### src/hdl/msc_pkg.sv
// measurement configuration package: register map, field layout, rates, carriers
// assumes a single 250 MHz system clock and a host-port front end on the same clock
//
// Notes on behaviour
// - gyro range bits 4:3 select 500, 1000, 2000 or 4000 dps full scale.
// - gyro bypass field bits 1:0 chooses between filter bypass and low-pass filter.
// - bypass bit0 set gives 32 kHz wide; pattern 10 gives 32 kHz narrow; 00 filters.
// - accel range bits 4:3 select 4, 8, 16 or 32 g full scale.
// - low-power accel averages 4, 8, 16 or 32 samples from bits 5:4.
// - accel bypass bit 3 set skips the filter, 4 kHz output rate.
// - accel bypass clear filters at 1 kHz with bandwidth set by bits 2:0.
// - 1 kHz filter output rate divided by one plus the 8-bit rate divider.
// - bit 7 of low-power setup enables gyro cycling, reset value zero.
// - low-power gyro averages two to the power of bits 6:4 samples.
// - in low-power gyro mode the normal gyro filter setting is ignored.
// - wake rate code 0 is 0.24 Hz, doubling to 500 Hz at code 11.

package msc_pkg;

  // ==========================================================================
  // register map
  localparam logic [7:0] ADDR_GYRO_SETUP = 8'h1b;
  localparam logic [7:0] ADDR_ACCEL_SETUP = 8'h1c;
  localparam logic [7:0] ADDR_ACCEL_FILTER_SETUP = 8'h1d;
  localparam logic [7:0] ADDR_LOW_POWER_SETUP = 8'h1e;

  // writable bit masks, reserved bits stay zero
  localparam logic [7:0] MASK_GYRO_SETUP = 8'hfb;
  localparam logic [7:0] MASK_ACCEL_SETUP = 8'hf8;
  localparam logic [7:0] MASK_ACCEL_FILTER_SETUP = 8'h3f;
  localparam logic [7:0] MASK_LOW_POWER_SETUP = 8'hff;

  // reset values, all fields start cleared
  localparam logic [7:0] RST_GYRO_SETUP = 8'h00;
  localparam logic [7:0] RST_ACCEL_SETUP = 8'h00;
  localparam logic [7:0] RST_ACCEL_FILTER_SETUP = 8'h00;
  localparam logic [7:0] RST_LOW_POWER_SETUP = 8'h00;

  // ==========================================================================
  // field positions
  localparam int SELFTEST_LSB = 5;
  localparam int RANGE_LSB = 3;
  localparam int GYRO_BYPASS_LSB = 0;
  localparam int ACCEL_AVG_LSB = 4;
  localparam int ACCEL_BYPASS_BIT = 3;
  localparam int ACCEL_FILT_LSB = 0;
  localparam int GYRO_CYCLE_BIT = 7;
  localparam int GYRO_AVG_LSB = 4;
  localparam int WAKE_LSB = 0;

  // highest legal wake code, 500 Hz
  localparam logic [3:0] WAKE_CODE_MAX = 4'hb;

  // ==========================================================================
  // timing: clock rate and base tick rates
  localparam int unsigned CLK_HZ = 250_000_000;
  localparam int unsigned RATE_32K_HZ = 32_000;
  localparam int unsigned RATE_8K_HZ = 8_000;
  localparam int unsigned RATE_4K_HZ = 4_000;
  localparam int unsigned RATE_1K_HZ = 1_000;
  localparam int unsigned RATE_WAKE_HZ = 500;
  localparam int unsigned CYC_32K = CLK_HZ / RATE_32K_HZ;
  localparam int unsigned CYC_8K = CLK_HZ / RATE_8K_HZ;
  localparam int unsigned CYC_4K = CLK_HZ / RATE_4K_HZ;
  localparam int unsigned CYC_1K = CLK_HZ / RATE_1K_HZ;
  localparam int unsigned CYC_WAKE = CLK_HZ / RATE_WAKE_HZ;

  // ==========================================================================
  // enumerations
  typedef enum logic [1:0] {
    GP_BYPASS_WIDE = 2'b00,
    GP_BYPASS_NARROW = 2'b01,
    GP_FILTER = 2'b10,
    GP_LP_AVERAGE = 2'b11
  } msc_gyro_path_t;

  typedef enum logic [1:0] {
    RS_32K = 2'b00,
    RS_8K = 2'b01,
    RS_4K = 2'b10,
    RS_1K = 2'b11
  } msc_rate_sel_t;

  // ==========================================================================
  // carriers
  typedef struct packed {
    logic [2:0] selftest;        // x, y, z from msb down
    logic [1:0] range;
    msc_gyro_path_t path;
    msc_rate_sel_t rate;
    logic [2:0] filter_setting;  // 3'h0 when not filtering
    logic lp_cycle;
    logic [7:0] avg_samples;
  } msc_gyro_cfg_t;

  typedef struct packed {
    logic [2:0] selftest;
    logic [1:0] range;
    logic bypass;
    msc_rate_sel_t rate;
    logic [2:0] filter_setting;
    logic [5:0] lp_avg_samples;
    logic [3:0] wake_code;
    logic wake_valid;
  } msc_accel_cfg_t;

endpackage : msc_pkg

### src/hdl/msc_meas_config.sv
// measurement configuration block: four setup registers, decoded gyro and accel
// configuration, output data rate strobes and low-power accel wake strobe
// assumes the host-port front end and the rate divider / gyro filter registers
// sit outside on the same clock, so their signals need no synchroniser
`timescale 1ns/1ps

module msc_meas_config #(
  parameter int unsigned CYC_32K = msc_pkg::CYC_32K,
  parameter int unsigned CYC_8K = msc_pkg::CYC_8K,
  parameter int unsigned CYC_4K = msc_pkg::CYC_4K,
  parameter int unsigned CYC_1K = msc_pkg::CYC_1K,
  parameter int unsigned CYC_WAKE = msc_pkg::CYC_WAKE
) (
  // clock and reset
  input wire logic clk_sys,
  input wire logic reset,
  // register access from the host-port front end
  input wire logic reg_wr_en,
  input wire logic reg_rd_en,
  input wire logic [7:0] reg_addr,
  input wire logic [7:0] reg_wdata,
  output logic [7:0] reg_rdata_ff,
  output logic reg_rdata_valid_ff,
  // settings held in neighbouring registers
  input wire logic [7:0] rate_divider,
  input wire logic [2:0] gyro_filter_setting,
  // decoded configuration
  output msc_pkg::msc_gyro_cfg_t gyro_cfg_ff,
  output msc_pkg::msc_accel_cfg_t accel_cfg_ff,
  // rate strobes
  output logic gyro_odr_ff,
  output logic accel_odr_ff,
  output logic accel_wake_ff
);

  // ==========================================================================
  // register state
  logic [7:0] gyro_setup_ff;
  logic [7:0] accel_setup_ff;
  logic [7:0] accel_filter_setup_ff;
  logic [7:0] low_power_setup_ff;
  logic [7:0] nxt_gyro_setup;
  logic [7:0] nxt_accel_setup;
  logic [7:0] nxt_accel_filter_setup;
  logic [7:0] nxt_low_power_setup;
  logic [7:0] nxt_rdata;
  logic nxt_rdata_valid;

  // writes keep only the writable bits, reads return masked contents
  always_comb begin
    nxt_gyro_setup = gyro_setup_ff;
    nxt_accel_setup = accel_setup_ff;
    nxt_accel_filter_setup = accel_filter_setup_ff;
    nxt_low_power_setup = low_power_setup_ff;
    if (reg_wr_en) begin
      unique case (reg_addr)
        msc_pkg::ADDR_GYRO_SETUP: begin
          nxt_gyro_setup = reg_wdata & msc_pkg::MASK_GYRO_SETUP;
        end
        msc_pkg::ADDR_ACCEL_SETUP: begin
          nxt_accel_setup = reg_wdata & msc_pkg::MASK_ACCEL_SETUP;
        end
        msc_pkg::ADDR_ACCEL_FILTER_SETUP: begin
          nxt_accel_filter_setup = reg_wdata & msc_pkg::MASK_ACCEL_FILTER_SETUP;
        end
        msc_pkg::ADDR_LOW_POWER_SETUP: begin
          nxt_low_power_setup = reg_wdata & msc_pkg::MASK_LOW_POWER_SETUP;
        end
        default: begin
          nxt_gyro_setup = gyro_setup_ff; // other addresses belong elsewhere
        end
      endcase
    end
    nxt_rdata_valid = reg_rd_en;
    nxt_rdata = 8'h00;
    if (reg_rd_en) begin
      unique case (reg_addr)
        msc_pkg::ADDR_GYRO_SETUP: begin
          nxt_rdata = gyro_setup_ff & msc_pkg::MASK_GYRO_SETUP;
        end
        msc_pkg::ADDR_ACCEL_SETUP: begin
          nxt_rdata = accel_setup_ff & msc_pkg::MASK_ACCEL_SETUP;
        end
        msc_pkg::ADDR_ACCEL_FILTER_SETUP: begin
          nxt_rdata = accel_filter_setup_ff & msc_pkg::MASK_ACCEL_FILTER_SETUP;
        end
        msc_pkg::ADDR_LOW_POWER_SETUP: begin
          nxt_rdata = low_power_setup_ff;
        end
        default: begin
          nxt_rdata = 8'h00; // unmapped reads as zero
        end
      endcase
    end
  end

  // register file; gyro cycling and averaging reset cleared
  always_ff @(posedge clk_sys) begin
    if (reset) begin
      gyro_setup_ff <= msc_pkg::RST_GYRO_SETUP;
      accel_setup_ff <= msc_pkg::RST_ACCEL_SETUP;
      accel_filter_setup_ff <= msc_pkg::RST_ACCEL_FILTER_SETUP;
      low_power_setup_ff <= msc_pkg::RST_LOW_POWER_SETUP;
      reg_rdata_ff <= 8'h00;
      reg_rdata_valid_ff <= 1'b0;
    end else begin
      gyro_setup_ff <= nxt_gyro_setup;
      accel_setup_ff <= nxt_accel_setup;
      accel_filter_setup_ff <= nxt_accel_filter_setup;
      low_power_setup_ff <= nxt_low_power_setup;
      reg_rdata_ff <= nxt_rdata;
      reg_rdata_valid_ff <= nxt_rdata_valid;
    end
  end

  // ==========================================================================
  // field extraction
  logic [1:0] gyro_bypass;
  logic gyro_cycle;
  logic [2:0] gyro_avg_depth;
  logic accel_bypass;
  logic [2:0] accel_filt;
  logic [3:0] wake_code;

  assign gyro_bypass = gyro_setup_ff[msc_pkg::GYRO_BYPASS_LSB +: 2];
  assign gyro_cycle = low_power_setup_ff[msc_pkg::GYRO_CYCLE_BIT];
  assign gyro_avg_depth = low_power_setup_ff[msc_pkg::GYRO_AVG_LSB +: 3];
  assign accel_bypass = accel_filter_setup_ff[msc_pkg::ACCEL_BYPASS_BIT];
  assign accel_filt = accel_filter_setup_ff[msc_pkg::ACCEL_FILT_LSB +: 3];
  assign wake_code = low_power_setup_ff[msc_pkg::WAKE_LSB +: 4];

  // ==========================================================================
  // configuration decode
  msc_pkg::msc_gyro_cfg_t nxt_gyro_cfg;
  msc_pkg::msc_accel_cfg_t nxt_accel_cfg;

  // gyro path: bypass wins over low-power averaging, which wins over the filter
  always_comb begin
    nxt_gyro_cfg.selftest = gyro_setup_ff[msc_pkg::SELFTEST_LSB +: 3];
    nxt_gyro_cfg.range = gyro_setup_ff[msc_pkg::RANGE_LSB +: 2];
    nxt_gyro_cfg.lp_cycle = gyro_cycle;
    nxt_gyro_cfg.avg_samples = 8'h01 << gyro_avg_depth;
    nxt_gyro_cfg.filter_setting = 3'h0;
    if (gyro_bypass[0]) begin
      nxt_gyro_cfg.path = msc_pkg::GP_BYPASS_WIDE;
      nxt_gyro_cfg.rate = msc_pkg::RS_32K;
    end else if (gyro_bypass[1]) begin
      nxt_gyro_cfg.path = msc_pkg::GP_BYPASS_NARROW;
      nxt_gyro_cfg.rate = msc_pkg::RS_32K;
    end else if (gyro_cycle) begin
      // normal filter setting not consulted here
      nxt_gyro_cfg.path = msc_pkg::GP_LP_AVERAGE;
      nxt_gyro_cfg.rate = msc_pkg::RS_1K;
    end else begin
      nxt_gyro_cfg.path = msc_pkg::GP_FILTER;
      nxt_gyro_cfg.filter_setting = gyro_filter_setting;
      // settings 0 and 7 run the filter at 8 kHz, the rest at 1 kHz
      if (gyro_filter_setting == 3'h0 || gyro_filter_setting == 3'h7) begin
        nxt_gyro_cfg.rate = msc_pkg::RS_8K;
      end else begin
        nxt_gyro_cfg.rate = msc_pkg::RS_1K;
      end
    end
  end

  // accel: bypass forces 4 kHz regardless of filter setting
  always_comb begin
    nxt_accel_cfg.selftest = accel_setup_ff[msc_pkg::SELFTEST_LSB +: 3];
    nxt_accel_cfg.range = accel_setup_ff[msc_pkg::RANGE_LSB +: 2];
    nxt_accel_cfg.lp_avg_samples =
      6'h04 << accel_filter_setup_ff[msc_pkg::ACCEL_AVG_LSB +: 2];
    nxt_accel_cfg.bypass = accel_bypass;
    if (accel_bypass) begin
      nxt_accel_cfg.rate = msc_pkg::RS_4K;
      nxt_accel_cfg.filter_setting = 3'h0;
    end else begin
      nxt_accel_cfg.rate = msc_pkg::RS_1K;
      nxt_accel_cfg.filter_setting = accel_filt;
    end
    nxt_accel_cfg.wake_code = wake_code;
    nxt_accel_cfg.wake_valid = (wake_code <= msc_pkg::WAKE_CODE_MAX);
  end

  // configuration outputs from flops, so consumers see one clean edge
  always_ff @(posedge clk_sys) begin
    if (reset) begin
      gyro_cfg_ff <= '0;
      accel_cfg_ff <= '0;
    end else begin
      gyro_cfg_ff <= nxt_gyro_cfg;
      accel_cfg_ff <= nxt_accel_cfg;
    end
  end

  // ==========================================================================
  // base rate ticks, one counter per rate
  // separate counters cost flops but keep each rate free of the others' phase
  localparam int NTICK = 5;
  localparam int unsigned TICK_CYC [NTICK] = '{CYC_32K, CYC_8K, CYC_4K, CYC_1K, CYC_WAKE};
  logic [NTICK-1:0] base_tick;

  genvar gi;
  generate
    for (gi = 0; gi < NTICK; gi++) begin : g_tick
      msc_tick_gen #(
        .PERIOD(TICK_CYC[gi])
      ) u_tick (
        .clk_sys(clk_sys),
        .reset(reset),
        .tick_ff(base_tick[gi])
      );
    end
  endgenerate

  // ==========================================================================
  // output data rate selection
  logic gyro_tick;
  logic accel_tick;
  logic [7:0] gyro_div;
  logic [7:0] accel_div;

  // decoded config flops drive the selection, one cycle behind the register
  always_comb begin
    unique case (gyro_cfg_ff.rate)
      msc_pkg::RS_32K: begin
        gyro_tick = base_tick[0];
      end
      msc_pkg::RS_8K: begin
        gyro_tick = base_tick[1];
      end
      msc_pkg::RS_4K: begin
        gyro_tick = base_tick[2];
      end
      msc_pkg::RS_1K: begin
        gyro_tick = base_tick[3];
      end
    endcase
    if (accel_cfg_ff.rate == msc_pkg::RS_4K) begin
      accel_tick = base_tick[2];
    end else begin
      accel_tick = base_tick[3];
    end
    // the divider only thins the 1 kHz outputs, filter or low-power average; fast paths pass undivided
    gyro_div = 8'h00;
    if (gyro_cfg_ff.rate == msc_pkg::RS_1K) begin
      gyro_div = rate_divider;
    end
    accel_div = rate_divider;
    if (accel_cfg_ff.bypass) begin
      accel_div = 8'h00;
    end
  end

  // low-power gyro: host keeps divider/depth pairs legal, no check done here
  msc_rate_div #(
    .W(8)
  ) u_gyro_odr (
    .clk_sys(clk_sys),
    .reset(reset),
    .tick(gyro_tick),
    .divide(gyro_div),
    .strobe_ff(gyro_odr_ff)
  );

  msc_rate_div #(
    .W(8)
  ) u_accel_odr (
    .clk_sys(clk_sys),
    .reset(reset),
    .tick(accel_tick),
    .divide(accel_div),
    .strobe_ff(accel_odr_ff)
  );

  // ==========================================================================
  // low-power accel wake rate: 500 Hz tick divided by 2^(11 - code)
  logic [10:0] wake_div;
  logic wake_tick;

  // reserved codes stop the wake strobe rather than guess a rate
  always_comb begin
    wake_div = 11'h000;
    wake_tick = 1'b0;
    if (accel_cfg_ff.wake_valid) begin
      // code 0 shifts out of the 11 bits, so the minus one still yields 2047
      wake_div = (11'h001 << (msc_pkg::WAKE_CODE_MAX - accel_cfg_ff.wake_code))
        - 11'h001;
      wake_tick = base_tick[4];
    end
  end

  msc_rate_div #(
    .W(11)
  ) u_wake (
    .clk_sys(clk_sys),
    .reset(reset),
    .tick(wake_tick),
    .divide(wake_div),
    .strobe_ff(accel_wake_ff)
  );

endmodule : msc_meas_config

### src/hdl/msc_rate_div.sv
// tick divider: one strobe per (1 + divide) input ticks
// assumes tick is a one-cycle pulse on clk_sys; divide may change at any time
`timescale 1ns/1ps

module msc_rate_div #(
  parameter int W = 8
) (
  // clock and reset
  input wire logic clk_sys,
  input wire logic reset,
  // tick in and divisor
  input wire logic tick,
  input wire logic [W-1:0] divide,
  // divided strobe
  output logic strobe_ff
);

  logic [W-1:0] cnt_ff;
  logic [W-1:0] nxt_cnt;
  logic nxt_strobe;

  // >= rather than == so a smaller divisor never strands the count
  always_comb begin
    nxt_cnt = cnt_ff;
    nxt_strobe = 1'b0;
    if (tick) begin
      if (cnt_ff >= divide) begin
        nxt_cnt = '0;
        nxt_strobe = 1'b1;
      end else begin
        nxt_cnt = cnt_ff + W'(1);
      end
    end
  end

  always_ff @(posedge clk_sys) begin
    if (reset) begin
      cnt_ff <= '0;
      strobe_ff <= 1'b0;
    end else begin
      cnt_ff <= nxt_cnt;
      strobe_ff <= nxt_strobe;
    end
  end

endmodule : msc_rate_div

### src/hdl/msc_tick_gen.sv
// fixed-period tick generator: one-cycle enable every PERIOD clocks
// assumes PERIOD of at least 1, counts on clk_sys only
`timescale 1ns/1ps

module msc_tick_gen #(
  parameter int unsigned PERIOD = 250_000
) (
  // clock and reset
  input wire logic clk_sys,
  input wire logic reset,
  // enable pulse
  output logic tick_ff
);

  localparam int W = $clog2(PERIOD + 1);
  localparam logic [W-1:0] LAST = W'(PERIOD - 1);

  logic [W-1:0] cnt_ff;
  logic [W-1:0] nxt_cnt;
  logic nxt_tick;

  // wrap at the period end and flag it
  always_comb begin
    nxt_tick = (cnt_ff == LAST);
    nxt_cnt = nxt_tick ? '0 : cnt_ff + W'(1);
  end

  always_ff @(posedge clk_sys) begin
    if (reset) begin
      cnt_ff <= '0;
      tick_ff <= 1'b0;
    end else begin
      cnt_ff <= nxt_cnt;
      tick_ff <= nxt_tick;
    end
  end

endmodule : msc_tick_gen

### config.mk
export PLATFORM = sky130hd
export DESIGN_NAME = msc_meas_config
export DESIGN_NICKNAME = d
export VERILOG_FILES = /design/src/hdl/msc_pkg.sv /design/src/hdl/msc_meas_config.sv /design/src/hdl/msc_rate_div.sv /design/src/hdl/msc_tick_gen.sv
export SDC_FILE = /design/constraint.sdc
export NUM_CORES = 1
export LEC_CHECK = 0
export BUFFER_PORTS_ARGS = -buffer_cell sky130_fd_sc_hd__buf_2
export CORE_ASPECT_RATIO = 0.9
export CORE_MARGIN = 4
export CORE_UTILIZATION = 47
export CTS_BUF_LIST = sky130_fd_sc_hd__clkbuf_8
export CTS_CLUSTER_DIAMETER = 100
export DETAILED_ROUTE_END_ITERATION = 10
export GPL_ROUTABILITY_DRIVEN = 0
export PLACE_DENSITY = 0.66
export SYNTH_ARGS = -nofsm -noshare
export SYNTH_HDL_FRONTEND = slang
export SYNTH_SLANG_ARGS = --single-unit
### constraint.sdc
create_clock -name clk_sys -period 4.1 [get_ports clk_sys]
set_input_delay 0.205 -clock clk_sys [delete_from_list [all_inputs] [get_ports clk_sys]]
set_output_delay 0.205 -clock clk_sys [all_outputs]
set_load 0.05 [all_outputs]
==> results.md <==
* Area after DPL at 8800 µm²
* Async set-reset flop share out of synthesis at 0%
* Data required, critical path at 4440 ps
* Fin crit share at roughly nine tenths
* RSZ-0062 raised after global routing: false
* CTS Root Cell: clkbuf_8
* Vias in the first global route at roughly 5.9k
* Hpwl dp at 12100 µm
* Die Ht at roughly 130 µm
* PD cells at between 300 and 400 nW/µm²
* Area Overhead vs Synth at 13.2%
* Clk_skew at ~16 ps
* CTS buffer count at 17
* Final Max Tran Viols at 0
* Port Buf Inserts at between 80 and 90
* Distinct cell type count after synthesis at 49
* Total grt overflow at 0
* Clock power share at a little over a third
* Initial Util at about 48%
* Worst hold path class: in2reg
* Sequential share of the synthesized area at about 47%
* Net Switching at 836 µW
* Wire length per cell at 13.2 µm
* Worst-path clk slew at around 100 ps
* Clk sinks at 191
* Worst-margin pin slew at between 700 and 800 ps
* Critical Path, Cell by Cell: inv_1 -> ha_1 -> nor2b_1 -> nand2_1 -> ha_1 -> nor4b_1 -> a31oi_1 -> o21ai_0 -> nand2_1 -> ha_1 -> and3_1 -> nand2_1 -> o211a_1 -> o21ai_1 -> nor2_1
* GR Util All Layers at approximately 17%
* Critical path class: reg2reg
* Share of cells above drive strength 1 at 12.0%
* CTS H-Tree Depth at 4
* # Max-Cap Violations at 0
* # rows at 45
* Flop pwr share at slightly below 60%
* Slowest cell on crit path: dfxtp_1
* Synth Cell Area at ~8200 µm²
* Critical path startpoint category: register
* FMAX at ~270 MHz
* Ant diodes at 0
* Total vias in the final route at ~6.3k
* Design Area, Final at roughly 9300 µm²
* Width of the die at about 150 µm
* Largest net degree at the start of global routing at 65
* Via density at 5.02
* Maximum fanout along the worst path at 8
* Number of synthesis warnings at 0
* Drt first pass iters at 5
* Crit path capture type: register
* Logic pwr share at roughly 5.2%
* Insertion delay to the later sink of the worst-skew pair at around 470 ps
* Final hold viol count at 0
* DRC violations left at 0
* Worst hold slack at between 30 and 40 ps
* Switching Share at 25.9%
* EDFF count, synth at 0
* Longest Clk Path Bufs at 2
* Pleak at ~0.0036 µW
* Slew HR at 49.1%
* CP peak stage delay at approximately 450 ps
* Die area at about 20000 µm²
* CTS tree: yes
* Global-route wire length before repair at between 20000 and 30000 µm
* Post_cts resized at 0
* Final min period at ~3700 ps
* Primary FF master, synth: dfxtp_1
* Post-Synthesis Cells at 929
* Maximum VDD drop at around 0.18 mV
* Syn avg cell area at 8.83 µm²
* Detailed Route WL at around 17000 µm
* Core area at around 17000 µm²
* Initial antenna violation count at 0
* Initial detailed-routing violation count at 340
* Fin Setup TNS at 0 ps
* Setup violators final at 0
* # IOs at 86
* Status: complete, no violations
* NumNets Final at 1086
* P_int at about 2400 µW
* DRT antenna net count at 0
* CP arrival at roughly 4000 ps
* Yosys reg bits at roughly 190
## critical path, delay by kind of cell, from the launching register on
kind                     cells  cell delay [ps]
AO/OA/AOI/OAI                4              940
adder cells (fa/ha/maj)      3              980
buffers and inverters        1               90
flip-flops                   1              450
AND/OR/NAND/NOR              7             1070
## worst paths after layout
path / start / end / slack, ps / depth (start not counted)
setup / recovery: accel_cfg_ff[3] / u_wake.cnt_ff[3] / 440 / 15
hold / removal: reg_wdata[5] / accel_setup_ff[5] / 40 / 3
setup reg to reg: accel_cfg_ff[3] / u_wake.cnt_ff[3] / 440 / 15
hold reg to reg: g_tick[3].u_tick.cnt_ff[0] / g_tick[3].u_tick.cnt_ff[0] / 470 / 1
## state kept, by name, summed over array words and instances (netlist names)
name / flops
gyro_setup_ff: 7
u_wake.strobe_ff: 1
u_wake.cnt_ff: 11
g_tick.u_tick.cnt_ff: 81
reg_rdata_ff: 8
gyro_cfg_ff: 20
g_tick.u_tick.tick_ff: 5
u_gyro_odr.cnt_ff: 8
accel_setup_ff: 5
accel_filter_setup_ff: 6
u_accel_odr.cnt_ff: 8
low_power_setup_ff: 8
u_gyro_odr.strobe_ff: 1
accel_cfg_ff: 20
u_accel_odr.strobe_ff: 1
reg_rdata_valid_ff: 1
## per-stage QoR
step	power (µW)	util, %	instances	setup slack (ps)
finish	3220	54.6	1264	439
CTS	3260	54.6	1264	451
global placement	2090	51.8	1222	595
detailed placement	2100	51.8	1222	480
floorplan	2050	-	930	604
global route	3360	54.6	1264	44.3
## cells in the mapped netlist, types with 11 or more instances
library cell | instances | area share [%]
nand2b_1 | 19 | 1.4
ha_1 | 38 | 5.8
clkbuf_1 | 15 | 0.69
o21ai_0 | 24 | 1.5
xor2_1 | 46 | 4.9
nand3_1 | 61 | 3.7
mux2i_1 | 17 | 2.1
xnor2_1 | 37 | 3.9
inv_1 | 16 | 0.73
and3_1 | 26 | 2.0
nor3_1 | 18 | 1.1
nor2_1 | 156 | 7.1
a22oi_1 | 11 | 1.0
dfxtp_1 | 191 | 47
nand4_1 | 15 | 1.1
nor2b_1 | 27 | 2.1
and2_1 | 12 | 0.91
nand2_1 | 88 | 4.0
a21oi_1 | 38 | 2.3
## cell usage in the layout, fill, tap and decap left out, types with 19 or more instances in the layout
cell type	count
nand2_1	88
ha_1	38
xnor2_1	37
nand2b_1	19
xor2_1	46
buf_2	83
a21oi_1	38
dfxtp_1	191
o21ai_0	24
nor2b_1	27
nand3_1	61
nor2_1	156
and3_1	26
## repair_timing
action | in CTS | in global routing
setup buffers | 0 | 0
endpoints found under the hold margin | 13 | 0
hold buffers | 11 | 0
## routing by layer
layer  GRT usage (%)  up-vias  routed length [µm]
li1                -     3333                   -
met2            26.1      115                7260
met1            24.8     2877                8480
met3            4.63       14                 817
met5               0        -                   0
met4            4.97        0                 180
## cells by family after synthesis
group / share of synthesized area [%]
other: 0.0457
DFF: 46.6
xor gates and xnor gates: 8.86
buffers and inverters: 2.24
and+or+nand+nor: 27.1
muxes: 2.49
AOI/OAI and AO/OA: 6.83
adders and majority gates: 5.79
## layout make-up
class | count | area, µm²
clock buffer | 18 | 248
clock inverter | 13 | 126
timing repair buffer | 95 | 533
inverter | 16 | 60.1
fill | 1628 | 7720
multi-input combinational | 696 | 4200
sequential | 191 | 3820
tap | 235 | 294
## power by group through the flow
stage	clock network (µW)	logic [µW]	registers [µW]
2_1_floorplan	0	95.7	1950
3_3_place_gp	0	160	1930
3_5_place_dp	0	162	1930
4_1_cts	1200	170	1890
5_1_grt	1280	190	1890
6_report	1160	169	1890
Power figures use the tool's default switching activity.
